`src/aocs_pkg.sv`:
```
// Package: register map, field layout and reset values of the always-on clock slice
// Function
// - Upper-half mask bits enable lower-half bit writes
// - Wireless output: crystal or divided general PLL
// - Display PHY reference: crystal or divided 24M
// - USB PHY reference: crystal or divided 24M
// - Serial final mux: integer, half-step, fractional
// - Half-step rate is 2f over 2n+3
// - Fraction: high half numerator, low half denominator
// - Gate A bits 15,14 stop wireless clocks
// - Gate A bits 13,12 stop divider sources
// - Gate A bits 8..0 stop bus clocks
// - Gate B bits 10..8 stop PHY references
// - Gate B bits 4..0 stop monitor, serial branches
package aocs_pkg;

  // ----------------------------------------------------------------
  // Bus and register map
  // ----------------------------------------------------------------
  localparam int ADDR_W = 16;
  localparam logic [15:0] OFF_WIFI_SEL = 16'hc048;
  localparam logic [15:0] OFF_SER_SRC = 16'hc04c;
  localparam logic [15:0] OFF_SER_OUT = 16'hc050;
  localparam logic [15:0] OFF_SER_FRAC = 16'hc054;
  localparam logic [15:0] OFF_GATE_A = 16'hc080;
  localparam logic [15:0] OFF_GATE_B = 16'hc084;
  localparam logic [1:0] RESP_OKAY = 2'h0;
  localparam logic [1:0] RESP_SLVERR = 2'h2;

  // ----------------------------------------------------------------
  // Writable bits of the masked registers and reset values of all registers
  // ----------------------------------------------------------------
  localparam logic [15:0] WIFI_SEL_RW = 16'hbfff;
  localparam logic [15:0] SER_SRC_RW = 16'hc01f;
  localparam logic [15:0] SER_OUT_RW = 16'hc01f;
  localparam logic [15:0] GATE_A_RW = 16'hf1ff;
  localparam logic [15:0] GATE_B_RW = 16'h071f;
  localparam logic [15:0] WIFI_SEL_RST = 16'h3131;
  localparam logic [15:0] SER_SRC_RST = 16'h000b;
  localparam logic [15:0] SER_OUT_RST = 16'h000b;
  localparam logic [31:0] SER_FRAC_RST = 32'h0001_0014;
  localparam logic [15:0] GATE_RST = 16'h0000;

  // ----------------------------------------------------------------
  // Field positions
  // ----------------------------------------------------------------
  localparam int DIV_W = 6;
  localparam int SEL_W = 2;
  localparam int WIFI_SEL_BIT = 15;
  localparam int WDIV_LSB = 8;
  localparam int DSI_SEL_BIT = 7;
  localparam int USB_SEL_BIT = 6;
  localparam int R24_LSB = 0;
  localparam int SPLL_LSB = 14;
  localparam int SDIV_LSB = 0;
  localparam int SDIV_W = 5;
  localparam int SFIN_LSB = 14;
  localparam int HDIV_LSB = 0;
  localparam int FRAC_W = 16;
  localparam int NUM_LSB = 16;
  localparam int DEN_LSB = 0;
  localparam int GA_WIFI_OUT = 15;
  localparam int GA_WIFI_PLL = 14;
  localparam int GA_DIV32K = 13;
  localparam int GA_OSCDIV = 12;
  localparam int BUS_N = 9;
  localparam int GB_DSI = 10;
  localparam int GB_USB = 9;
  localparam int GB_R24PLL = 8;
  localparam int GB_MON = 4;
  localparam int GB_SER = 3;
  localparam int GB_FRAC = 2;
  localparam int GB_HALF = 1;
  localparam int GB_SPLL = 0;

  // ----------------------------------------------------------------
  // Select codes and half-step constants
  // ----------------------------------------------------------------
  localparam logic [1:0] SRC_GPLL = 2'h0;
  localparam logic [1:0] SRC_XTAL = 2'h1;
  localparam logic [1:0] SRC_USB480 = 2'h2;
  localparam logic [1:0] SRC_NPLL = 2'h3;
  localparam logic [1:0] FIN_INT = 2'h0;
  localparam logic [1:0] FIN_HALF = 2'h1;
  localparam logic [1:0] FIN_FRAC = 2'h2;
  localparam logic [6:0] HALF_STEP = 7'h02;
  localparam logic [6:0] HALF_OFS = 7'h03;

endpackage : aocs_pkg

```
`src/aocs_div_if.sv`:
```
// Interface: pulse-stream integer divider connection
`timescale 1ns/1ps
`default_nettype none
interface aocs_div_if;
  logic tick_in;
  logic run;
  logic [aocs_pkg::DIV_W-1:0] divisor;
  logic tick_out;
  modport div (input tick_in, input run, input divisor, output tick_out);
  modport user (output tick_in, output run, output divisor, input tick_out);
endinterface : aocs_div_if
`default_nettype wire

```
`src/aocs_top.sv`:
```
// Module: always-on clock select, divide and gate slice with AXI4-Lite registers
`timescale 1ns/1ps
`default_nettype none
module aocs_top (
  input wire logic aclk, // System clock, 10 MHz
  input wire logic aresetn, // Synchronous reset, active low
  input wire logic [aocs_pkg::ADDR_W-1:0] s_axi_awaddr, // Write address
  input wire logic s_axi_awvalid, // Write address valid
  output logic s_axi_awready, // Write address ready
  input wire logic [31:0] s_axi_wdata, // Write data
  input wire logic [3:0] s_axi_wstrb, // Write byte strobes
  input wire logic s_axi_wvalid, // Write data valid
  output logic s_axi_wready, // Write data ready
  output logic [1:0] s_axi_bresp, // Write response
  output logic s_axi_bvalid, // Write response valid
  input wire logic s_axi_bready, // Write response ready
  input wire logic [aocs_pkg::ADDR_W-1:0] s_axi_araddr, // Read address
  input wire logic s_axi_arvalid, // Read address valid
  output logic s_axi_arready, // Read address ready
  output logic [31:0] s_axi_rdata, // Read data
  output logic [1:0] s_axi_rresp, // Read response
  output logic s_axi_rvalid, // Read data valid
  input wire logic s_axi_rready, // Read data ready
  input wire logic crystal_clock, // Crystal source pulse
  input wire logic gpll_clock, // General PLL source pulse
  input wire logic usbphy480_clock, // USB PHY 480M source pulse
  input wire logic npll_clock, // Second PLL source pulse
  input wire logic monitor_src_clock, // Monitor clock source pulse
  input wire logic bus_src_clock, // Always-on bus clock source pulse
  output logic wifi_clock_out, // Wireless module clock
  output logic dsi_phy_ref_clock, // Display PHY reference
  output logic usb_phy_ref_clock, // USB PHY reference
  output logic serial0_clock, // Serial port final clock
  output logic div32k_src_clock, // Source of 32.768k fractional divider
  output logic oscdiv_src_clock, // Source of oscillator function divider
  output logic monitor_clock, // Gated monitor clock
  output logic [aocs_pkg::BUS_N-1:0] bus_clock // Gated bus clocks
);

  typedef struct packed {
    logic [15:0] r_wifi;
    logic [15:0] r_ssrc;
    logic [15:0] r_sout;
    logic [31:0] r_frac;
    logic [15:0] r_ga;
    logic [15:0] r_gb;
    logic aw_have;
    logic [aocs_pkg::ADDR_W-1:0] awaddr;
    logic w_have;
    logic [31:0] wdata;
    logic [3:0] wstrb;
    logic bvalid;
    logic [1:0] bresp;
    logic rvalid;
    logic [31:0] rdata;
    logic [1:0] rresp;
    logic [6:0] half_acc;
    logic [aocs_pkg::FRAC_W-1:0] frac_acc;
    logic half_tick;
    logic frac_tick;
    logic wifi_eff;
    logic dsi_eff;
    logic usb_eff;
    logic [1:0] spll_eff;
    logic [1:0] sfin_eff;
    logic wifi_out;
    logic dsi_out;
    logic usb_out;
    logic ser_out;
    logic d32k_out;
    logic oscd_out;
    logic mon_out;
    logic [aocs_pkg::BUS_N-1:0] bus_out;
  } aocs_main_st_t;

  localparam aocs_main_st_t MAIN_RST = '{
    r_wifi: aocs_pkg::WIFI_SEL_RST, r_ssrc: aocs_pkg::SER_SRC_RST,
    r_sout: aocs_pkg::SER_OUT_RST, r_frac: aocs_pkg::SER_FRAC_RST,
    r_ga: aocs_pkg::GATE_RST, r_gb: aocs_pkg::GATE_RST,
    aw_have: 1'b0, awaddr: 16'h0000, w_have: 1'b0, wdata: 32'h0, wstrb: 4'h0,
    bvalid: 1'b0, bresp: aocs_pkg::RESP_OKAY, rvalid: 1'b0, rdata: 32'h0,
    rresp: aocs_pkg::RESP_OKAY, half_acc: 7'h00, frac_acc: 16'h0000,
    half_tick: 1'b0, frac_tick: 1'b0, wifi_eff: 1'b0, dsi_eff: 1'b0, usb_eff: 1'b0,
    spll_eff: aocs_pkg::SRC_GPLL, sfin_eff: aocs_pkg::FIN_INT,
    wifi_out: 1'b0, dsi_out: 1'b0, usb_out: 1'b0, ser_out: 1'b0, d32k_out: 1'b0,
    oscd_out: 1'b0, mon_out: 1'b0, bus_out: 9'h000};

  aocs_main_st_t st_q;
  aocs_main_st_t st_d;
  logic wr_now;
  logic spll_pulse;
  logic [2:0] div_tick;
  logic [2:0] div_src;
  logic [2:0] div_run;
  logic [aocs_pkg::DIV_W-1:0] div_val [3];

  // Masked write: a bit moves only when its mask bit and both byte lanes allow it
  function automatic logic [15:0] mwrite(input logic [15:0] old, input logic [15:0] d,
                                         input logic [15:0] k);
    mwrite = (old & ~k) | (d & k);
  endfunction : mwrite

  // ----------------------------------------------------------------
  // Dividers: wireless, 24M reference, serial integer
  // ----------------------------------------------------------------
  // Serial source mux works on the handed-over select only
  always_comb begin
    case (st_q.spll_eff)
      aocs_pkg::SRC_GPLL: spll_pulse = gpll_clock;
      aocs_pkg::SRC_XTAL: spll_pulse = crystal_clock;
      aocs_pkg::SRC_USB480: spll_pulse = usbphy480_clock;
      aocs_pkg::SRC_NPLL: spll_pulse = npll_clock;
      default: spll_pulse = 1'b0;
    endcase
  end

  // Divider inputs and source gates
  assign div_src = {spll_pulse, gpll_clock, gpll_clock};
  assign div_run[0] = !st_q.r_ga[aocs_pkg::GA_WIFI_PLL];
  assign div_run[1] = !st_q.r_gb[aocs_pkg::GB_R24PLL];
  assign div_run[2] = !st_q.r_gb[aocs_pkg::GB_SPLL];
  assign div_val[0] = st_q.r_wifi[aocs_pkg::WDIV_LSB +: aocs_pkg::DIV_W];
  assign div_val[1] = st_q.r_wifi[aocs_pkg::R24_LSB +: aocs_pkg::DIV_W];
  assign div_val[2] = {1'b0, st_q.r_ssrc[aocs_pkg::SDIV_LSB +: aocs_pkg::SDIV_W]};

  // One divider per entry
  genvar gi;
  generate
    for (gi = 0; gi < 3; gi++) begin : g_div
      aocs_div_if dif();
      assign dif.tick_in = div_src[gi];
      assign dif.run = div_run[gi];
      assign dif.divisor = div_val[gi];
      assign div_tick[gi] = dif.tick_out;
      aocs_int_div u_div (
        .aclk(aclk),
        .aresetn(aresetn),
        .dv(dif.div)
      );
    end
  endgenerate

  // ----------------------------------------------------------------
  // Next state: bus slave, dividers, muxes and gates
  // ----------------------------------------------------------------
  always_comb begin
    logic [31:0] be;
    logic [15:0] k;
    logic [6:0] lim;
    logic [16:0] fsum;
    logic [aocs_pkg::FRAC_W-1:0] num;
    logic [aocs_pkg::FRAC_W-1:0] den;
    logic fin;
    be = 32'h0;
    k = 16'h0000;
    lim = 7'h00;
    fsum = 17'h00000;
    num = st_q.r_frac[aocs_pkg::NUM_LSB +: aocs_pkg::FRAC_W];
    den = st_q.r_frac[aocs_pkg::DEN_LSB +: aocs_pkg::FRAC_W];
    fin = 1'b0;
    st_d = st_q;
    wr_now = 1'b0;

    // Address and data are taken independently, in either order
    if (s_axi_awvalid && s_axi_awready) begin
      st_d.aw_have = 1'b1;
      st_d.awaddr = s_axi_awaddr;
    end
    if (s_axi_wvalid && s_axi_wready) begin
      st_d.w_have = 1'b1;
      st_d.wdata = s_axi_wdata;
      st_d.wstrb = s_axi_wstrb;
    end
    if (st_q.bvalid && s_axi_bready) begin
      st_d.bvalid = 1'b0;
    end
    if (st_q.aw_have && st_q.w_have && !st_q.bvalid) begin
      wr_now = 1'b1;
      be = {{8{st_q.wstrb[3]}}, {8{st_q.wstrb[2]}}, {8{st_q.wstrb[1]}}, {8{st_q.wstrb[0]}}};
      k = st_q.wdata[31:16] & be[31:16] & be[15:0];
      st_d.aw_have = 1'b0;
      st_d.w_have = 1'b0;
      st_d.bvalid = 1'b1;
      st_d.bresp = aocs_pkg::RESP_OKAY;
      case (st_q.awaddr)
        aocs_pkg::OFF_WIFI_SEL: begin
          st_d.r_wifi = mwrite(st_q.r_wifi, st_q.wdata[15:0], k & aocs_pkg::WIFI_SEL_RW);
        end
        aocs_pkg::OFF_SER_SRC: begin
          st_d.r_ssrc = mwrite(st_q.r_ssrc, st_q.wdata[15:0], k & aocs_pkg::SER_SRC_RW);
        end
        aocs_pkg::OFF_SER_OUT: begin
          st_d.r_sout = mwrite(st_q.r_sout, st_q.wdata[15:0], k & aocs_pkg::SER_OUT_RW);
        end
        aocs_pkg::OFF_SER_FRAC: begin
          st_d.r_frac = (st_q.r_frac & ~be) | (st_q.wdata & be); // Unmasked word
        end
        aocs_pkg::OFF_GATE_A: begin
          st_d.r_ga = mwrite(st_q.r_ga, st_q.wdata[15:0], k & aocs_pkg::GATE_A_RW);
        end
        aocs_pkg::OFF_GATE_B: begin
          st_d.r_gb = mwrite(st_q.r_gb, st_q.wdata[15:0], k & aocs_pkg::GATE_B_RW);
        end
        default: begin
          st_d.bresp = aocs_pkg::RESP_SLVERR;
        end
      endcase
    end

    // Reads answer one cycle after the address; the mask half reads zero
    if (st_q.rvalid && s_axi_rready) begin
      st_d.rvalid = 1'b0;
    end
    if (s_axi_arvalid && s_axi_arready) begin
      st_d.rvalid = 1'b1;
      st_d.rresp = aocs_pkg::RESP_OKAY;
      case (s_axi_araddr)
        aocs_pkg::OFF_WIFI_SEL: st_d.rdata = {16'h0000, st_q.r_wifi};
        aocs_pkg::OFF_SER_SRC: st_d.rdata = {16'h0000, st_q.r_ssrc};
        aocs_pkg::OFF_SER_OUT: st_d.rdata = {16'h0000, st_q.r_sout};
        aocs_pkg::OFF_SER_FRAC: st_d.rdata = st_q.r_frac;
        aocs_pkg::OFF_GATE_A: st_d.rdata = {16'h0000, st_q.r_ga};
        aocs_pkg::OFF_GATE_B: st_d.rdata = {16'h0000, st_q.r_gb};
        default: begin
          st_d.rdata = 32'h0;
          st_d.rresp = aocs_pkg::RESP_SLVERR;
        end
      endcase
    end

    // Hand a select over only in a cycle with no candidate pulse, so none is cut
    if (!crystal_clock && !div_tick[0]) begin
      st_d.wifi_eff = st_q.r_wifi[aocs_pkg::WIFI_SEL_BIT];
    end
    if (!crystal_clock && !div_tick[1]) begin
      st_d.dsi_eff = st_q.r_wifi[aocs_pkg::DSI_SEL_BIT];
      st_d.usb_eff = st_q.r_wifi[aocs_pkg::USB_SEL_BIT];
    end
    if (!(gpll_clock || crystal_clock || usbphy480_clock || npll_clock)) begin
      st_d.spll_eff = st_q.r_ssrc[aocs_pkg::SPLL_LSB +: aocs_pkg::SEL_W];
    end
    if (!(div_tick[2] || st_q.half_tick || st_q.frac_tick)) begin
      st_d.sfin_eff = st_q.r_sout[aocs_pkg::SFIN_LSB +: aocs_pkg::SEL_W];
    end

    // Half-step: add two per input pulse, emit and subtract at 2n+3
    st_d.half_tick = 1'b0;
    lim = {1'b0, st_q.r_sout[aocs_pkg::HDIV_LSB +: aocs_pkg::SDIV_W], 1'b0} + aocs_pkg::HALF_OFS;
    if (div_tick[2] && !st_q.r_gb[aocs_pkg::GB_HALF]) begin
      if (st_q.half_acc + aocs_pkg::HALF_STEP >= lim) begin
        st_d.half_acc = st_q.half_acc + aocs_pkg::HALF_STEP - lim;
        st_d.half_tick = 1'b1;
      end else begin
        st_d.half_acc = st_q.half_acc + aocs_pkg::HALF_STEP;
      end
    end

    // Fractional: phase accumulator; a zero denominator holds the output still
    st_d.frac_tick = 1'b0;
    if (div_tick[2] && !st_q.r_gb[aocs_pkg::GB_FRAC] && den != 16'h0000) begin
      fsum = {1'b0, st_q.frac_acc} + {1'b0, num};
      if (fsum >= {1'b0, den}) begin
        st_d.frac_acc = 16'(fsum - {1'b0, den});
        st_d.frac_tick = 1'b1;
      end else begin
        st_d.frac_acc = fsum[15:0];
      end
    end

    // Final serial mux; code 3 gives no clock at all
    case (st_q.sfin_eff)
      aocs_pkg::FIN_INT: fin = div_tick[2];
      aocs_pkg::FIN_HALF: fin = st_q.half_tick;
      aocs_pkg::FIN_FRAC: fin = st_q.frac_tick;
      default: fin = 1'b0;
    endcase

    // Registered outputs: a pulse is either passed whole or not at all
    st_d.wifi_out = (st_q.wifi_eff ? div_tick[0] : crystal_clock)
                    && !st_q.r_ga[aocs_pkg::GA_WIFI_OUT];
    st_d.dsi_out = (st_q.dsi_eff ? div_tick[1] : crystal_clock)
                   && !st_q.r_gb[aocs_pkg::GB_DSI];
    st_d.usb_out = (st_q.usb_eff ? div_tick[1] : crystal_clock)
                   && !st_q.r_gb[aocs_pkg::GB_USB];
    st_d.ser_out = fin && !st_q.r_gb[aocs_pkg::GB_SER];
    st_d.d32k_out = crystal_clock && !st_q.r_ga[aocs_pkg::GA_DIV32K];
    st_d.oscd_out = crystal_clock && !st_q.r_ga[aocs_pkg::GA_OSCDIV];
    st_d.mon_out = monitor_src_clock && !st_q.r_gb[aocs_pkg::GB_MON];
    st_d.bus_out = {aocs_pkg::BUS_N{bus_src_clock}}
                   & ~st_q.r_ga[aocs_pkg::BUS_N-1:0];
  end

  // State register
  always_ff @(posedge aclk) begin
    if (!aresetn) begin
      st_q <= MAIN_RST;
    end else begin
      st_q <= st_d;
    end
  end

  // ----------------------------------------------------------------
  // Outputs
  // ----------------------------------------------------------------
  // Ready held low while a write is parked, which stalls the master
  assign s_axi_awready = !st_q.aw_have && !st_q.bvalid;
  assign s_axi_wready = !st_q.w_have && !st_q.bvalid;
  assign s_axi_arready = !st_q.rvalid;
  assign s_axi_bvalid = st_q.bvalid;
  assign s_axi_bresp = st_q.bresp;
  assign s_axi_rvalid = st_q.rvalid;
  assign s_axi_rdata = st_q.rdata;
  assign s_axi_rresp = st_q.rresp;
  assign wifi_clock_out = st_q.wifi_out;
  assign dsi_phy_ref_clock = st_q.dsi_out;
  assign usb_phy_ref_clock = st_q.usb_out;
  assign serial0_clock = st_q.ser_out;
  assign div32k_src_clock = st_q.d32k_out;
  assign oscdiv_src_clock = st_q.oscd_out;
  assign monitor_clock = st_q.mon_out;
  assign bus_clock = st_q.bus_out;

  // Limit of the half-step divider as the assertion sees it
  logic [6:0] lim_chk;
  assign lim_chk = {1'b0, st_q.r_sout[aocs_pkg::HDIV_LSB +: aocs_pkg::SDIV_W], 1'b0}
                   + aocs_pkg::HALF_OFS;
endmodule : aocs_top
`default_nettype wire

```
`src/aocs_int_div.sv`:
```
// Module: integer divider on a pulse stream, one output pulse per divisor+1 inputs
`timescale 1ns/1ps
`default_nettype none
module aocs_int_div (
  input wire logic aclk, // System clock
  input wire logic aresetn, // Synchronous reset, active low
  aocs_div_if.div dv // Source pulses in, divided pulses out
);

  typedef struct packed {
    logic [aocs_pkg::DIV_W-1:0] cnt;
    logic tick;
  } aocs_div_st_t;

  localparam aocs_div_st_t DIV_RST = '{cnt: 6'h00, tick: 1'b0};

  aocs_div_st_t st_q;
  aocs_div_st_t st_d;

  // Count only while the source gate is open; a closed gate freezes the phase
  always_comb begin
    st_d = st_q;
    st_d.tick = 1'b0;
    if (dv.tick_in && dv.run) begin
      if (st_q.cnt >= dv.divisor) begin
        st_d.cnt = 6'h00;
        st_d.tick = 1'b1;
      end else begin
        st_d.cnt = st_q.cnt + 6'h01;
      end
    end
  end

  // State register
  always_ff @(posedge aclk) begin
    if (!aresetn) begin
      st_q <= DIV_RST;
    end else begin
      st_q <= st_d;
    end
  end

  assign dv.tick_out = st_q.tick; // Whole pulse from a flop
endmodule : aocs_int_div
`default_nettype wire

```
`config.mk`:
```
export PLATFORM = sky130hd
export DESIGN_NAME = aocs_top
export DESIGN_NICKNAME = d
export VERILOG_FILES = /design/src/aocs_pkg.sv /design/src/aocs_div_if.sv /design/src/aocs_top.sv /design/src/aocs_int_div.sv
export SDC_FILE = /design/constraint.sdc
export NUM_CORES = 1
export LEC_CHECK = 0
export BUFFER_PORTS_ARGS = -buffer_cell sky130_fd_sc_hd__buf_2
export CAP_MARGIN = 10
export CORE_MARGIN = 8
export CORE_UTILIZATION = 52
export CTS_BUF_LIST = sky130_fd_sc_hd__clkbuf_4 sky130_fd_sc_hd__clkbuf_8
export CTS_CLUSTER_DIAMETER = 200
export CTS_CLUSTER_SIZE = 10
export DETAILED_ROUTE_END_ITERATION = 12
export PLACE_DENSITY = 0.82
export RECOVER_POWER = 50
export SYNTH_ARGS = -nofsm -noshare
export SYNTH_HDL_FRONTEND = slang
export SYNTH_SLANG_ARGS = --single-unit
```
`constraint.sdc`:
```
create_clock -name aclk -period 4.93 [get_ports aclk]
set_input_delay 0.2465 -clock aclk [delete_from_list [all_inputs] [get_ports aclk]]
set_output_delay 0.2465 -clock aclk [all_outputs]
set_load 0.1 [all_outputs]
```
* After elaboration in Yosys (flattened, before gate mapping)
Cells that the tools add are included.
Storage, ports and cells: logic and storage cells 185, register bits 273, output and inout port bits 57, bits of input ports 81
Cells by class: eq/ne operators 17, bitwise operators 27, reduce and logical (&&, ||, !) cells 67, mux-type cells 22, magnitude comparators 5, add/sub/neg operators 8
Operators by type and width (count):
- $eq 16x16->1 const B | 12
- $pmux 32 s6 | 1
- $and 16x16->16 | 10
- $or 16x16->16 | 5
- $and 32x32->32 | 2
- $not 16->16 | 3
- $mux 35 | 1
- $not 32->32 | 1
- $or 32x32->32 | 1
- $logic_and 1x1->1 | 24
- $reduce_and 2->1 | 11
- $logic_not 1->1 | 19
- $add 6x1->6 const B | 3
- $mux 6 | 3
- $add 16x16->17 | 1
- $ge 17x16->1 | 1
- $and 16x11->16 | 1
- $mux 16 | 1
- $not 11->16 | 1
- $reduce_bool 16->1 | 1
- $sub 16x16->16 | 1
- $ge 6x6->1 | 2
- $reduce_or 6->1 | 2
- $mux 1 | 10
- other kinds (19) | 29

* Logic depth before layout (Yosys ltp)
depth in word-level cells 5, mapped depth 17, gate-level depth less buffers 16

* By module
A second synthesis with hierarchy kept.
Second synthesis, totals: cells, all modules 1474, area, all modules 12311.8 µm²
By module, submodules not included:
- aocs_top | sequential area each 4404.2 µm², cells an instance 1327, area each 10844.2 µm², instances 1
- aocs_int_div | sequential area each 140.1 µm², cells an instance 49, area each 489.2 µm², instances 3

* Worst setup path before layout
OpenSTA, ideal clock, no wires.
path type reg-to-reg, start point register st_q[25] in the netlist's numbering, end point register st_q[38] in the netlist's numbering, data required time 4.847 ns, path buffers 0, cell stages (with the launch flop) 15, path slack 1.036 ns, library setup time 0.083 ns, arrival 3.810 ns, clock period less this slack 3.894 ns, path through dfxtp_1 ha_1 fa_1 a211oi_2 o21a_1 nor3_1 or4_4 xor2_1 ha_1 a21oi_1 o21ai_0 a211oi_1 o21ai_0 or3_1 o221ai_1
On the way: cells in the longest elaborated chain, start to end 3, elaborated cells on any way between the ends 4, those cells by class 2 x add/sub; 1 x order compare; 1 x mux
RTL lines:
- from (decl) | line aocs_top.sv:88 | aocs_main_st_t st_q;
- from (signal assigned) | line aocs_top.sv:298 | st_q <= st_d;
- $add 16x16->17 (*) | line aocs_top.sv:261 | fsum = {1'b0, st_q.frac_acc} + {1'b0, num};
- $sub 16x16->16 or $ge 17x16->1 (tied branches) | line aocs_top.sv:263, aocs_top.sv:262
- $mux 16 (*) | line aocs_top.sv:262 | if (fsum >= {1'b0, den}) begin
Every way passes the cells marked *; elsewhere a longest branch is shown, timed or not. A chain may end at the register's enable or synchronous reset.

* Final worst setup path
start point register st_q[25] in the netlist's numbering, end point register st_q[25] in the netlist's numbering
Same word-level chain as after synthesis.

==> impl_metrics.env <==
export IMPL_cp_end_kind="register"
export IMPL_route_detailed_vias_per_inst=5.747
export IMPL_antenna_diode_count=0
export IMPL_rsz0062_at_grt="no"
export IMPL_crit_type="register to register"
export IMPL_cts_root_buf="sky130_fd_sc_hd__clkbuf_8"
export IMPL_ctsLongestPathBuffers=3
export IMPL_number_of_antenna_violations_at_the_first_check_in_global_routing=0
export IMPL_final_antenna_net_count=0
export IMPL_dr_pass1_iters=8
export IMPL_clkLatencyLatePin_ns=0.57
export IMPL_power_report_internal_total_mw=2.646
export IMPL_power_share_sequential_pct=56.2
export IMPL_run_status="complete, but fails checks"
export IMPL_p_leak_nw=5.291
export IMPL_layout_worst_path_cycle_share_pct=89.07
export IMPL_route_detailed_drc=0
export IMPL_arrival_ns=4.88
export IMPL_postSynthAreaPerCell_um2=7.973
export IMPL_syn_cell_area_mm2=0.01220
export IMPL_critPathLaunchType="register"
export IMPL_synth_async_reset_ratio_pct=0
export IMPL_fin_nets=1790
export IMPL_p_sw_mw=1.010
export IMPL_floorplan_initialDensity_pct=52.44
export IMPL_syn_to_final_growth_pct=11.85
export IMPL_grt_pass1_wl_um=54690
export IMPL_die_height_um=169.2
export IMPL_cts_num_sinks=241
export IMPL_pin_count=138
export IMPL_gpl_final_weighted_congestion=0.9298
export IMPL_layout_filler_cells=2130
export IMPL_synth_yosys_seq_area_share_pct=39.55
export IMPL_clock_tree_from_tritoncts="done"
export IMPL_fp_dieW_um=169.2
export IMPL_final_hold_violation_count=0
export IMPL_max_cap_violations=3
export IMPL_final_area_mm2=0.01364
export IMPL_comb_power_share_pct=10.6
export IMPL_p_clk_share_pct=33.2
export IMPL_grt_use_total_pct=23.08
export IMPL_failing_checks="max-capacitance violations, max-slew violations"
export IMPL_core_area_mm2=0.02326
export IMPL_cts_buffers_inserted=28
export IMPL_synth_enable_flop_cells=0
export IMPL_final_critical_path_required_period_ns=4.391
export IMPL_timing_hold_worst_class="input pin to register"
export IMPL_max_slew_worst_pin_slew_ns=2.721
export IMPL_grt_pass1_vias=10860
export IMPL_post_drt_wl_per_cell_um=17.39
export IMPL_place_area_mm2=0.01276
export IMPL_synthesis_instances=1530
export IMPL_route_vias_total=11290
export IMPL_finalSetupViolations=0
export IMPL_post_synth_top_area_cell="sky130_fd_sc_hd__dfxtp_1"
export IMPL_num_rows=56
export IMPL_cts_repair_resized=0
export IMPL_max_freq_mhz=227.7
export IMPL_required_time_at_the_worst_slack_endpoint_ns=5.42
export IMPL_sum_of_net_half_perimeters_after_detailed_placement_um=24670
export IMPL_fraction_of_layout_instances_using_a_drive_strength_above_1_pct=8.202
export IMPL_design_die_area_mm2=0.02862
export IMPL_synth_ff_latch_count=241
export IMPL_ctsHtreeMaxLevel=1
export IMPL_synth_top_cells_by_area="sky130_fd_sc_hd__dfxtp_1 40%, sky130_fd_sc_hd__nand2_1 8.7%, sky130_fd_sc_hd__a21oi_1 6.7%, sky130_fd_sc_hd__ha_1 6.3%, sky130_fd_sc_hd__o21ai_0 3.8%"
export IMPL_vdd_ir_drop_worst_mv=0.2314
export IMPL_grt_start_max_net_pins=98
export IMPL_final_setup_skew_ns=0.01898
export IMPL_post_route_worst_setup_slack_ns=0.5388
export IMPL_power_density_mw_per_mm2=267.9
export IMPL_power_switching_fraction_pct=27.62
export IMPL_final_wirelength_um=34180
export IMPL_critPathMaxFanout=16
export IMPL_grt_ovfl_total=0
export IMPL_slew_viol_final=227
export IMPL_synth_top_flop_cell="sky130_fd_sc_hd__dfxtp_1"
export IMPL_port_buffer_count=135
export IMPL_relSlewSlack_pct=-82.42
export IMPL_yosysUniqueCellTypes=70
export IMPL_yosysWarnings=0
export IMPL_drt_first_iter_violations=918
export IMPL_area_fraction_of_the_dominant_cell_type_after_synthesis_pct=39.55
export IMPL_pre_cts_slack_ns=0.6307
export IMPL_cts_clk_slew_worst_paths_ns=0.07
export IMPL_fin_setup_tns_ns=0
cell type report:
type                            instances  area [um^2]  share of cell area [%]
Inverter                               54        203.9                   1.495
Clock buffer                           30        406.6                   2.980
Timing Repair Buffer                  202         1242                   9.106
Multi-Input combinational cell       1118         6559                   48.07
Clock inverter                          1        8.758                 0.06419
Sequential cell                       241         4825                   35.36
Tap cell                              319        399.1                   2.925
stage by stage:
step	hold slack [ns]	power, mW	instances	util [%]
2_1_floorplan	0.3455	2.349	1531	-
3_3_place_gp	0.4324	2.440	1878	54.85
3_5_place_dp	0.4372	2.448	1878	54.85
4_1_cts	0.05496	3.664	1965	59.04
5_1_grt	0.09167	3.771	1965	58.65
6_report	0.07650	3.656	1965	58.65
layout by cell type (no fill, tap or decap), types with 3 or more instances in the layout:
cell type                       Yosys  routed
sky130_fd_sc_hd__o21bai_1           4       4
sky130_fd_sc_hd__a21oi_1          164     164
sky130_fd_sc_hd__mux2i_1           27      27
sky130_fd_sc_hd__and3_1             9       9
sky130_fd_sc_hd__nor2b_1           11      10
sky130_fd_sc_hd__clkbuf_8           0      29
sky130_fd_sc_hd__nor2_1           112     112
sky130_fd_sc_hd__dfxtp_1          241     241
sky130_fd_sc_hd__o21a_1            10      10
sky130_fd_sc_hd__a21o_1            23      23
sky130_fd_sc_hd__or3_1              5       5
sky130_fd_sc_hd__inv_1             54      53
sky130_fd_sc_hd__nor4_1             6       6
sky130_fd_sc_hd__xor2_1            22      22
sky130_fd_sc_hd__and2_1            14      13
sky130_fd_sc_hd__o31ai_1            4       4
sky130_fd_sc_hd__buf_4             47       9
sky130_fd_sc_hd__nor4b_1            3       3
sky130_fd_sc_hd__a222oi_1          12      12
sky130_fd_sc_hd__a22oi_1            9       9
sky130_fd_sc_hd__nand3_1           70      70
sky130_fd_sc_hd__o211ai_1           6       6
sky130_fd_sc_hd__nand2b_1          10      10
sky130_fd_sc_hd__nor3_1            23      23
sky130_fd_sc_hd__clkbuf_1          64      57
sky130_fd_sc_hd__o21ai_0           92      92
sky130_fd_sc_hd__nand4_1           13      13
sky130_fd_sc_hd__xnor2_1           26      26
sky130_fd_sc_hd__fa_1               3       3
sky130_fd_sc_hd__nand2_1          282     282
sky130_fd_sc_hd__dlygate4sd3_1      0      56
sky130_fd_sc_hd__a211oi_1          23      23
sky130_fd_sc_hd__a31oi_1           19      19
sky130_fd_sc_hd__ha_1              61      61
sky130_fd_sc_hd__a2bb2oi_1          6       6
sky130_fd_sc_hd__buf_2              5      79
worst paths after layout:
check                                    start                            to  slack [ns]  depth (start not counted)
setup / recovery         st_q[25]$_SDFFE_PN0P_         st_q[25]$_SDFFE_PN0P_        0.54                         14
hold / removal                 usbphy480_clock         st_q[19]$_SDFFE_PN0N_        0.08                          4
setup reg to reg         st_q[25]$_SDFFE_PN0P_         st_q[25]$_SDFFE_PN0P_        0.54                         14
hold reg to reg   s_axi_rdata[15]$_SDFFE_PN0P_  s_axi_rdata[15]$_SDFFE_PN0P_        0.45                          2
worst max-delay path, stage by stage (launching register included):
cell and delay [ns]:
sky130_fd_sc_hd__dfxtp_1 0.32, sky130_fd_sc_hd__ha_1 0.23, sky130_fd_sc_hd__fa_1 0.45, sky130_fd_sc_hd__a211oi_2 0.24, sky130_fd_sc_hd__o21a_1 0.20, sky130_fd_sc_hd__nor3_1 0.08
sky130_fd_sc_hd__or4_4 0.54, sky130_fd_sc_hd__xor2_1 0.24, sky130_fd_sc_hd__ha_1 0.34, sky130_fd_sc_hd__a21oi_1 0.15, sky130_fd_sc_hd__o21ai_0 0.09, sky130_fd_sc_hd__a211oi_1 0.44
sky130_fd_sc_hd__o21a_1 0.54, sky130_fd_sc_hd__a21boi_0 0.20, sky130_fd_sc_hd__o31ai_1 0.21
repair_timing:
action | CTS | global route
buffers inserted | 0 | 0
hold endpoints to repair | 55 | 0
hold buffers | 56 | 0
synthesized netlist by cell type (10+ instances only):
cell type,number
sky130_fd_sc_hd__nand2_1,282
sky130_fd_sc_hd__nor2_1,112
sky130_fd_sc_hd__xor2_1,22
sky130_fd_sc_hd__nor2b_1,11
sky130_fd_sc_hd__a31oi_1,19
sky130_fd_sc_hd__clkbuf_1,64
sky130_fd_sc_hd__mux2i_1,27
sky130_fd_sc_hd__buf_4,47
sky130_fd_sc_hd__a21o_1,23
sky130_fd_sc_hd__ha_1,61
sky130_fd_sc_hd__and2_1,14
sky130_fd_sc_hd__nand3_1,70
sky130_fd_sc_hd__nor3_1,23
sky130_fd_sc_hd__inv_1,54
sky130_fd_sc_hd__dfxtp_1,241
sky130_fd_sc_hd__a222oi_1,12
sky130_fd_sc_hd__nand4_1,13
sky130_fd_sc_hd__nand2b_1,10
sky130_fd_sc_hd__a21oi_1,164
sky130_fd_sc_hd__o21a_1,10
sky130_fd_sc_hd__a211oi_1,23
sky130_fd_sc_hd__o21ai_0,92
sky130_fd_sc_hd__xnor2_1,26
cell families after synthesis:
kind of cell	count (synthesis)	synth area share [%]
AND/OR/NAND/NOR	575	20.91
AO/OA/AOI/OAI	399	19.94
buffers and inverters	172	6.790
other	1	0.03074
XOR/XNOR	48	3.446
adder cells (fa/ha/maj)	64	6.749
flip-flops	241	39.55
multiplexers	30	2.585
routing by layer:
layer | vias to the layer above | global-route usage, % | share of wire [%]
met1 | 5256 | 30.04 | 43
met3 | 70 | 4.420 | 8.7
met2 | 459 | 37.54 | 45
met5 | - | 0 | 0
li1 | 5507 | - | -
met4 | 0 | 8.580 | 3.0
power by group through the flow:
stage | Sequential [mW] | Clock, mW | Combinational, mW
finish | 2.05 | 1.22 | 0.387
global route | 2.06 | 1.29 | 0.419
CTS | 2.05 | 1.23 | 0.389
detailed placement | 2.09 | 0 | 0.354
global placement | 2.09 | 0 | 0.347
floorplan | 2.10 | 0 | 0.252
Power figures use the tool's default switching activity.
